$ cat src/core/vpiu_pkg.sv
/*
  constants, enums and carrier structs of the vectored priority
  interrupt unit. assumes one 50 MHz system clock, an APB master
  for the registers and a cpu core that acknowledges requests.
*/
package vpiu_pkg;
    localparam int unsigned NSLOT     = 32;
    localparam int unsigned NPIN      = 18;
    localparam int unsigned NSGL      = 14;
    localparam int unsigned P_D_LSB   = 8;
    localparam int unsigned P_CMP_LSB = 12;
    localparam logic [11:0] OFS_PEND  = 12'h000;
    localparam logic [11:0] OFS_LVLA  = 12'h004;
    localparam logic [11:0] OFS_LVLB  = 12'h008;
    localparam logic [11:0] OFS_CTRL  = 12'h00c;
    localparam logic [11:0] OFS_EDGE  = 12'h010;
    localparam logic [11:0] OFS_STAT  = 12'h014;
    localparam int unsigned CTRL_GIE  = 0;
    localparam int unsigned CTRL_WDIE = 1;
    localparam logic [31:0] SLOT_USED = 32'hf3ff_309f;
    localparam logic [13:0] EDGE_RST  = 14'h0000;
    localparam logic [1:0]  LVL_OFF   = 2'h0;
    localparam logic [15:0] VEC_RESET = 16'h0002;
    localparam logic [15:0] VEC_WDOG  = 16'h0004;
    localparam logic [15:0] VEC_CLKF  = 16'h0048;
    localparam logic [15:0] VEC_ILL   = 16'h0006;
    localparam logic [15:0] VEC_BASE  = 16'h0008;
    localparam int unsigned S_T2  = 0;
    localparam int unsigned S_T1  = 1;
    localparam int unsigned S_T0  = 2;
    localparam int unsigned S_URX = 3;
    localparam int unsigned S_UTX = 4;
    localparam int unsigned S_I2C = 7;
    localparam int unsigned S_ADC = 12;
    localparam int unsigned S_SPI = 13;
    localparam int unsigned S_A7  = 16;
    localparam int unsigned S_A6  = 17;
    localparam int unsigned S_A5  = 18;
    localparam int unsigned S_A0  = 23;
    localparam int unsigned S_TA  = 24;
    localparam int unsigned S_MCT = 25;
    localparam int unsigned S_C0  = 31;

    typedef struct packed {
        logic t2, t1, t0, urx, utx, i2c, adc, spi, low_supply_detector, ta, mct;
    } vpiu_periph_t;
    typedef struct packed {
        logic [3:0] port_c;
        logic [1:0] cmp;
        logic [4:1] port_d;
        logic [7:0] port_a;
    } vpiu_pins_t;
    typedef struct packed {
        logic        valid;
        logic        trap;
        logic [15:0] vec;
    } vpiu_req_t;
    typedef logic [NSLOT-1:0][1:0] vpiu_lvl_t;
    typedef enum logic [2:0] {R_NONE, R_PEND, R_LVLA, R_LVLB, R_CTRL, R_EDGE, R_STAT} vpiu_reg_t;
    typedef enum logic [2:0] {SRC_NONE, SRC_RST, SRC_WDOG, SRC_CLKF, SRC_ILL, SRC_IRQ} vpiu_src_t;
    typedef enum logic [1:0] {F_IDLE, F_HI, F_LO, F_LAST} vpiu_fst_t;
endpackage : vpiu_pkg

$ cat src/core/vpiu_core.sv
/*
  vectored priority interrupt unit: pending store, level arbiter,
  trap ranking, vector fetch and APB register slave.
  assumes peripheral, trap and cpu strobes are one-cycle pulses on
  sys_clk_in; pins arrive asynchronous; program memory answers one
  cycle after a read strobe.
*/
// The implementer's own choices: the APB register port and the placing of the registers.
module vpiu_core
    import vpiu_pkg::*;
#(
    parameter int unsigned PM_ADDR_W = 16
)(
    input  wire logic                 sys_clk_in,
    input  wire logic                 rst_in,
    input  wire logic                 psel_in,
    input  wire logic                 penable_in,
    input  wire logic                 pwrite_in,
    input  wire logic [11:0]          paddr_in,
    input  wire logic [31:0]          pwdata_in,
    output logic      [31:0]          prdata_out,
    output logic                      pready_out,
    output logic                      pslverr_out,
    input  wire vpiu_periph_t         periph_in,
    input  wire vpiu_pins_t           pins_in,
    input  wire logic                 watchdog_counter_evt_in,
    input  wire logic                 clk_fail_in,
    input  wire logic                 ill_instr_in,
    input  wire logic                 enable_requests_instruction_in,
    input  wire logic                 disable_requests_instruction_in,
    input  wire logic                 return_from_service_instruction_in,
    input  wire logic                 trap_instr_in,
    input  wire logic                 smr_in,
    input  wire logic                 ack_in,
    output vpiu_req_t                 req_out,
    output logic                      gie_out,
    output logic                      pm_rd_out,
    output logic      [PM_ADDR_W-1:0] pm_addr_out,
    input  wire logic [7:0]           pm_data_in,
    output logic      [15:0]          isr_addr_out,
    output logic                      isr_valid_out
);
    if (PM_ADDR_W < 7 || PM_ADDR_W > 16) begin : g_chk
        $error("program memory address width out of range");
    end

    function automatic vpiu_reg_t dec(input logic [11:0] a);
        case (a)
            OFS_PEND: dec = R_PEND;
            OFS_LVLA: dec = R_LVLA;
            OFS_LVLB: dec = R_LVLB;
            OFS_CTRL: dec = R_CTRL;
            OFS_EDGE: dec = R_EDGE;
            OFS_STAT: dec = R_STAT;
            default:  dec = R_NONE;
        endcase
    endfunction : dec

    function automatic logic [6:0] pick(input logic [NSLOT-1:0] c, input vpiu_lvl_t l);
        logic [1:0] bl;
        logic [4:0] bs;
        bl = LVL_OFF;
        bs = '0;
        for (int i = NSLOT - 1; i >= 0; i--)
        begin
            if (c[i] && l[i] != LVL_OFF && l[i] >= bl)
            begin
                bl = l[i];
                bs = 5'(i);
            end
        end
        pick = {bl, bs};
    endfunction : pick

    logic       acc, wr, ack_take, best_found;
    vpiu_reg_t  rsel;
    logic [1:0] best_lvl, max_lvl;
    logic [4:0] best_slot;
    // apb decode, zero wait states
    assign acc         = psel_in && penable_in;
    assign wr          = acc && pwrite_in;
    assign rsel        = dec(paddr_in);
    assign pready_out  = 1'b1;
    assign pslverr_out = acc && (rsel == R_NONE);

    // pin synchronisers and edge detect
    vpiu_pins_t       s1_r, s2_r, prv_r;
    logic [NPIN-1:0]  rise, fall;
    logic [NSGL-1:0]  sgl;
    logic [3:0]       dual;
    logic [NSGL-1:0]  edge_r, edge_nxt;
    always_ff @(posedge sys_clk_in or posedge rst_in)
    begin
        if (rst_in)
        begin
            s1_r  <= '0;
            s2_r  <= '0;
            prv_r <= '0;
        end
        else
        begin
            s1_r  <= pins_in;
            s2_r  <= s1_r;
            prv_r <= s2_r;
        end
    end
    assign rise = s2_r & ~prv_r;
    assign fall = ~s2_r & prv_r;
    assign sgl  = (rise[NSGL-1:0] & edge_r) | (fall[NSGL-1:0] & ~edge_r);
    assign dual = rise[NPIN-1:NSGL] | fall[NPIN-1:NSGL];

    // request sources onto vector slots
    logic [NSLOT-1:0] set_vec;
    always_comb
    begin
        set_vec         = '0;
        set_vec[S_T2]   = periph_in.t2;
        set_vec[S_T1]   = periph_in.t1;
        set_vec[S_T0]   = periph_in.t0;
        set_vec[S_URX]  = periph_in.urx;
        set_vec[S_UTX]  = periph_in.utx;
        set_vec[S_I2C]  = periph_in.i2c;
        set_vec[S_ADC]  = periph_in.adc;
        set_vec[S_SPI]  = periph_in.spi;
        set_vec[S_A7]   = sgl[7] | periph_in.low_supply_detector;
        set_vec[S_A6]   = sgl[6] | sgl[P_CMP_LSB];
        set_vec[S_A5]   = sgl[5] | sgl[P_CMP_LSB+1];
        for (int i = 1; i <= 4; i++)
        begin
            set_vec[S_A0-i] = sgl[i] | sgl[P_D_LSB+i-1];
        end
        set_vec[S_A0]   = sgl[0];
        set_vec[S_TA]   = periph_in.ta;
        set_vec[S_MCT]  = periph_in.mct;
        for (int i = 0; i < 4; i++)
        begin
            set_vec[S_C0-i] = dual[i];
        end
    end

    // configuration and global enable
    vpiu_lvl_t lvl_r, lvl_nxt;
    logic      gie_r, gie_nxt, wdie_r, wdie_nxt;
    always_comb
    begin
        lvl_nxt  = lvl_r;
        edge_nxt = edge_r;
        wdie_nxt = wdie_r;
        gie_nxt  = gie_r;
        if (wr && rsel == R_LVLA)
            lvl_nxt[15:0] = pwdata_in;
        if (wr && rsel == R_LVLB)
            lvl_nxt[31:16] = pwdata_in;
        if (wr && rsel == R_EDGE)
            edge_nxt = pwdata_in[NSGL-1:0];
        if (wr && rsel == R_CTRL)
        begin
            wdie_nxt = pwdata_in[CTRL_WDIE];
            gie_nxt  = pwdata_in[CTRL_GIE];
        end
        if (enable_requests_instruction_in || return_from_service_instruction_in)
            gie_nxt = 1'b1;
        if (smr_in || disable_requests_instruction_in || trap_instr_in || ack_take)
            gie_nxt = 1'b0;
    end
    always_ff @(posedge sys_clk_in or posedge rst_in)
    begin
        if (rst_in)
        begin
            lvl_r  <= '0;
            edge_r <= EDGE_RST;
            wdie_r <= 1'b0;
            gie_r  <= 1'b0;
        end
        else
        begin
            lvl_r  <= lvl_nxt;
            edge_r <= edge_nxt;
            wdie_r <= wdie_nxt;
            gie_r  <= gie_nxt;
        end
    end
    assign gie_out = gie_r;

    // pending store; hardware set wins over any clear
    logic [NSLOT-1:0] pend_r, pend_nxt;
    logic             rsp_r, rsp_nxt, wdp_r, wdp_nxt, cfp_r, cfp_nxt, ilp_r, ilp_nxt;
    vpiu_src_t        src_r, src_nxt;
    logic [4:0]       slot_r, slot_nxt;
    always_comb
    begin
        pend_nxt = pend_r;
        rsp_nxt  = rsp_r;
        wdp_nxt  = wdp_r;
        cfp_nxt  = cfp_r;
        ilp_nxt  = ilp_r;
        if (ack_take)
        begin
            case (src_r)
                SRC_IRQ:  pend_nxt[slot_r] = 1'b0;
                SRC_RST:  rsp_nxt = 1'b0;
                SRC_WDOG: wdp_nxt = 1'b0;
                SRC_CLKF: cfp_nxt = 1'b0;
                SRC_ILL:  ilp_nxt = 1'b0;
                default:  rsp_nxt = rsp_r;
            endcase
        end
        // software raise beats an ack in the same cycle
        if (wr && rsel == R_PEND)
            pend_nxt = pwdata_in;
        pend_nxt = (pend_nxt | set_vec) & SLOT_USED;
        if (watchdog_counter_evt_in && wdie_r)
            wdp_nxt = 1'b1;
        if (clk_fail_in)
            cfp_nxt = 1'b1;
        if (ill_instr_in)
            ilp_nxt = 1'b1;
    end
    always_ff @(posedge sys_clk_in or posedge rst_in)
    begin
        if (rst_in)
        begin
            pend_r <= '0;
            rsp_r  <= 1'b1;
            wdp_r  <= 1'b0;
            cfp_r  <= 1'b0;
            ilp_r  <= 1'b0;
        end
        else
        begin
            pend_r <= pend_nxt;
            rsp_r  <= rsp_nxt;
            wdp_r  <= wdp_nxt;
            cfp_r  <= cfp_nxt;
            ilp_r  <= ilp_nxt;
        end
    end

    // arbitration among enabled levels
    assign {best_lvl, best_slot} = pick(pend_r, lvl_r);
    assign best_found = (best_lvl != LVL_OFF);

    // presenter and two-byte vector fetch
    vpiu_req_t          req_r, req_nxt;
    vpiu_fst_t          fst_r, fst_nxt;
    logic [15:0]        fad_r, fad_nxt, isr_r, isr_nxt;
    logic [7:0]         hi_r, hi_nxt;
    logic               rd_r, rd_nxt, isv_r, isv_nxt;
    logic [PM_ADDR_W-1:0] pma_r, pma_nxt;
    assign ack_take = ack_in && req_r.valid && fst_r == F_IDLE;
    always_comb
    begin
        req_nxt  = '0;
        src_nxt  = SRC_NONE;
        slot_nxt = slot_r;
        fst_nxt  = fst_r;
        fad_nxt  = fad_r;
        hi_nxt   = hi_r;
        rd_nxt   = 1'b0;
        pma_nxt  = pma_r;
        isr_nxt  = isr_r;
        isv_nxt  = 1'b0;
        if (!ack_take && fst_r == F_IDLE)
        begin
            req_nxt.valid = 1'b1;
            req_nxt.trap  = 1'b1;
            if (rsp_r)
            begin
                req_nxt.vec = VEC_RESET;
                src_nxt     = SRC_RST;
            end
            else if (wdp_r && gie_r)
            begin
                req_nxt.vec  = VEC_WDOG;
                req_nxt.trap = 1'b0;
                src_nxt      = SRC_WDOG;
            end
            else if (cfp_r)
            begin
                req_nxt.vec = VEC_CLKF;
                src_nxt     = SRC_CLKF;
            end
            else if (ilp_r)
            begin
                req_nxt.vec = VEC_ILL;
                src_nxt     = SRC_ILL;
            end
            else if (gie_r && best_found)
            begin
                req_nxt.vec  = 16'(VEC_BASE + {10'h000, best_slot, 1'b0});
                req_nxt.trap = 1'b0;
                src_nxt      = SRC_IRQ;
                slot_nxt     = best_slot;
            end
            else
                req_nxt = '0;
        end
        case (fst_r)
            F_IDLE:
            begin
                if (ack_take)
                begin
                    fad_nxt = req_r.vec;
                    rd_nxt  = 1'b1;
                    pma_nxt = PM_ADDR_W'(req_r.vec);
                    fst_nxt = F_HI;
                end
            end
            F_HI:
            begin
                rd_nxt  = 1'b1;
                pma_nxt = PM_ADDR_W'(fad_r | 16'h0001);
                fst_nxt = F_LO;
            end
            F_LO:
            begin
                hi_nxt  = pm_data_in;
                fst_nxt = F_LAST;
            end
            F_LAST:
            begin
                isr_nxt = {hi_r, pm_data_in};
                isv_nxt = 1'b1;
                fst_nxt = F_IDLE;
            end
            default: fst_nxt = F_IDLE;
        endcase
    end
    always_ff @(posedge sys_clk_in or posedge rst_in)
    begin
        if (rst_in)
        begin
            req_r  <= '0;
            src_r  <= SRC_NONE;
            slot_r <= '0;
            fst_r  <= F_IDLE;
            fad_r  <= '0;
            hi_r   <= '0;
            rd_r   <= 1'b0;
            pma_r  <= '0;
            isr_r  <= '0;
            isv_r  <= 1'b0;
        end
        else
        begin
            req_r  <= req_nxt;
            src_r  <= src_nxt;
            slot_r <= slot_nxt;
            fst_r  <= fst_nxt;
            fad_r  <= fad_nxt;
            hi_r   <= hi_nxt;
            rd_r   <= rd_nxt;
            pma_r  <= pma_nxt;
            isr_r  <= isr_nxt;
            isv_r  <= isv_nxt;
        end
    end
    assign req_out       = req_r;
    assign pm_rd_out     = rd_r;
    assign pm_addr_out   = pma_r;
    assign isr_addr_out  = isr_r;
    assign isr_valid_out = isv_r;

    // read data latched in the setup cycle
    logic [31:0] prd_r, prd_nxt;
    always_comb
    begin
        prd_nxt = prd_r;
        if (psel_in && !penable_in && !pwrite_in)
        begin
            case (rsel)
                R_PEND:  prd_nxt = pend_r;
                R_LVLA:  prd_nxt = lvl_r[15:0];
                R_LVLB:  prd_nxt = lvl_r[31:16];
                R_CTRL:  prd_nxt = {30'h0, wdie_r, gie_r};
                R_EDGE:  prd_nxt = {18'h0, edge_r};
                R_STAT:  prd_nxt = {12'h000, fst_r != F_IDLE, gie_r, req_r};
                default: prd_nxt = '0;
            endcase
        end
    end
    always_ff @(posedge sys_clk_in or posedge rst_in)
    begin
        if (rst_in)
            prd_r <= '0;
        else
            prd_r <= prd_nxt;
    end
    assign prdata_out = prd_r;

    // checks
    always_comb
    begin
        max_lvl = LVL_OFF;
        for (int i = 0; i < NSLOT; i++)
        begin
            if (pend_r[i] && lvl_r[i] > max_lvl)
                max_lvl = lvl_r[i];
        end
    end
endmodule : vpiu_core

$ cat config.mk
export PLATFORM = sky130hd
export DESIGN_NAME = vpiu_core
export DESIGN_NICKNAME = d
export VERILOG_FILES = /design/src/core/vpiu_pkg.sv /design/src/core/vpiu_core.sv
export SDC_FILE = /design/constraint.sdc
export NUM_CORES = 1
export LEC_CHECK = 0
export ABC_AREA = 1
export BUFFER_PORTS_ARGS = -buffer_cell sky130_fd_sc_hd__buf_2
export CORE_ASPECT_RATIO = 1.1
export CORE_MARGIN = 8
export CORE_UTILIZATION = 35
export DETAILED_ROUTE_END_ITERATION = 16
export GPL_TIMING_DRIVEN = 0
export MAX_ROUTING_LAYER = met4
export PLACE_DENSITY_LB_ADDON = 0.15
export SLEW_MARGIN = 25
export SYNTH_ARGS = -nofsm -noshare
export SYNTH_HDL_FRONTEND = slang
export SYNTH_SLANG_ARGS = --single-unit
$ cat constraint.sdc
create_clock -name sys_clk_in -period 28 [get_ports sys_clk_in]
set_input_delay 8.4 -clock sys_clk_in [delete_from_list [all_inputs] [get_ports sys_clk_in]]
set_output_delay 8.4 -clock sys_clk_in [all_outputs]
set_load 0.1 [all_outputs]
==> impl_metrics.py <==
metrics = {
    "status": {
        "status": "complete, no violations",
    },
    "synthesis": {
        "synth-compound-area-share": 0.149,
        "yosysWarnings": 0,
        "synth_xor_area_frac": 0.00361,
        "synth_top_family_by_area": "simple AND/OR/NAND/NOR gates",
        "ys_async_sr_fraction": 1.00,
        "postSynthRegisterBits": 249,
        "synthesis.area_um2": 12100,
        "synth_adder_area_share": 0.0289,
        "synth-seq-area-share": 0.514,
        "synth_edf_count": 0,
        "synth.area.mux_share": 0.00743,
        "synthSimpleGateAreaFrac": 0.209,
        "ys_types": 51,
        "synthFlopType": "dfrtp_1",
        "avgSynthCellArea_um2": 8.37,
        "synth_cells": 1447,
    },
    "worst_hold_path": {
        "hp-class": "register to register",
    },
    "sta": {
        "finalCritPeriodShare": 0.757,
        "tns_ns": 0,
        "worst_slew_pin_slew_ns": 0.994,
        "hold_viol": 0,
        "finalClockSkew_ns": 0.0143,
        "fin_crit_ns": 21.19,
        "whs_ns": 0.343,
        "rsz0062_at_grt": "no",
        "slew_headroom": 0.331,
        "fmax_mhz": 47.2,
        "setup_slack_ns": 6.81,
        "setup_viol": 0,
        "final_max_slew_viol_count": 0,
    },
    "routing": {
        "dr.pass1.iters": 5,
        "drt-wirelength-per-cell_um": 19.5,
        "drt_iter0_drc": 703,
        "drc": 0,
        "finalWirelength_um": 41300,
        "drtAntennaViolNets": 0,
        "via_per_inst": 4.98,
        "routed-via-count": 10560,
    },
    "run": {
        "maxCapViolations": 0,
    },
    "pwr": {
        "leakagePower_nw": 7.31,
        "powerDensity_nw_per_um2": 76.1,
        "peakVddDrop_uv": 54.5,
        "fin_total_pwr_mw": 1.11,
    },
    "clock_tree": {
        "ctsHoldBuffers": 0,
        "ctsResizeCount": 0,
        "postCtsSetupRepairBufs": 0,
        "clk_latency_ns": 0.56,
        "path_clk_slew_ns": 0.06,
        "clock-sinks": 249,
        "ctsRootBufferMaster": "clkbuf_16",
        "cts.path.max_buffers": 3,
        "cts_htree_levels": 1,
        "cts_tree": "done",
        "cts_made_buffers": 29,
    },
    "worst_setup_path": {
        "max_stage_delay_ns": 0.37,
        "slowest_stage": "dfrtp_1",
        "cp_max_fo": 6,
        "start_kind": "register",
        "required_ns": 28.46,
        "cp_common_cell": "nand2_1",
        "end_kind": "register",
        "path_class": "register to register",
        "worstPathArrival_ns": 21.65,
    },
    "floorplan": {
        "num_rows": 71,
        "die_x_um": 193,
        "die_height_um": 211,
        "ios": 182,
        "coreArea_um2": 34200,
        "start_util": 0.354,
        "die_area_um2": 40800,
    },
    "place": {
        "dp_hpwl_um": 31900,
        "pre_cts_ws_ns": 6.98,
        "port_buffers": 161,
        "globalplace.congestion": 0.914,
    },
    "layout": {
        "layout_common_cells": "nand2_1, dfrtp_1, inv_1",
        "drive_gt1_frac": 0.165,
        "final_common_cell": "nand2_1",
        "syn_to_final_growth_pct": 20.5,
        "final_nets": 1782,
        "diodes": 0,
    },
    "global_route": {
        "track_usage": 0.206,
        "grt_max_degree": 96,
        "grt_pass1_wl_um": 63100,
        "antenna_found_initial": 0,
        "gr-total-overflow": 0,
        "grt_pass1_vias": 10597,
    },
}
## path summary, 6_finish.rpt
check / end / cells after the start / slack, ns / startpoint
setup / recovery: req_out[5] / 182 / 6.81 / lvl_r[62]
hold / removal: s2_r[13] / 0 / 0.34 / s1_r[13]
setup reg to reg: req_out[5] / 182 / 6.81 / lvl_r[62]
hold reg to reg: s2_r[13] / 0 / 0.34 / s1_r[13]
max in group asynchronous: prdata_out[21] / 3 / 19.24 / rst_in
min in group asynchronous: pm_addr_out[4] / 2 / 7.89 / rst_in
## metal layers
layer	track usage	part of all wire	vias up	wire length (um)
li1	-	-	5098	-
met1	0.254	0.43	5073	17700
met2	0.341	0.48	315	19800
met3	0.0362	0.057	74	2350
met4	0.0698	0.035	0	1460
met5	-	0	-	0
## worst max-delay path, delay by kind of cell, from the launching register on
family | cells | cell delay [ns]
xor gates and xnor gates | 1 | 0.07
and+or+nand+nor | 113 | 11.04
AOI/OAI and AO/OA | 13 | 1.75
DFF | 1 | 0.37
buffers and inverters | 33 | 1.95
adders and majority gates | 22 | 5.87
## power breakdown
part / total [mW] / switching, mW / internal (mW)
sequential: 0.417 / 0.0185 / 0.398
clock: 0.397 / 0.157 / 0.240
combinational: 0.297 / 0.245 / 0.0527
## final cells by class
class	instances	area (um^2)
fillers	3531	19600
flip-flops and latches	249	6230
multi-input cells	954	4890
repair buffers	163	861
clock buffers	38	810
inverters	203	769
well taps	438	548
plain buffers	59	297
clock inverters	15	191
## stage by stage
step                      cells  utilization  area, um^2
final                      2119        0.427       14600
after global routing       2119        0.427       14600
after CTS                  2119        0.427       14600
after detailed placement   2066        0.398       13600
after global placement     2064        0.396       13500
after floorplan            1465            -       12200
## flip-flops by register name, indices dropped and copies added, names as in the netlist, 7 cells and up
register,count
lvl_r,64
prdata_out,32
pend_r,22
prv_r,18
s1_r,18
s2_r,18
isr_addr_out,16
edge_r,14
hi_r,8
req_out,8
pm_addr_out,7
## synthesized netlist by cell type, types with 3 or more instances
cell type | count | share of area
nor4_1 | 10 | 0.0052
o21bai_4 | 3 | 0.0046
clkinv_1 | 4 | 0.0012
dfrtp_1 | 248 | 0.51
nor2_1 | 72 | 0.022
mux2_2 | 8 | 0.0074
a22o_1 | 3 | 0.0022
o311ai_0 | 3 | 0.0022
o22ai_1 | 12 | 0.0062
nand2_1 | 385 | 0.12
o21ai_0 | 172 | 0.071
ha_1 | 28 | 0.029
a31oi_1 | 7 | 0.0036
a211o_1 | 9 | 0.0065
o21ai_1 | 7 | 0.0029
o211ai_1 | 24 | 0.015
nor2_4 | 3 | 0.0028
nand4_1 | 3 | 0.0015
inv_1 | 196 | 0.061
o221ai_1 | 3 | 0.0022
clkbuf_1 | 39 | 0.012
buf_4 | 20 | 0.012
inv_2 | 3 | 0.00093
nand3_1 | 77 | 0.032
nand2_2 | 8 | 0.0041
xnor2_1 | 5 | 0.0036
o21ai_2 | 4 | 0.0029
a221oi_1 | 6 | 0.0043
and2_1 | 9 | 0.0046
a21oi_1 | 34 | 0.014
nor3_1 | 12 | 0.0050
## cells by family (layout without fill, tap and decap cells)
group | count (synthesis) | in the layout
multiplexers | 8 | 8
adder cells (fa/ha/maj) | 28 | 28
AO/OA/AOI/OAI | 301 | 301
other | 2 | 20
AND/OR/NAND/NOR | 592 | 592
flip-flops | 249 | 249
buffers and inverters | 262 | 478
XOR/XNOR | 5 | 5
Power figures use the tool's default switching activity.
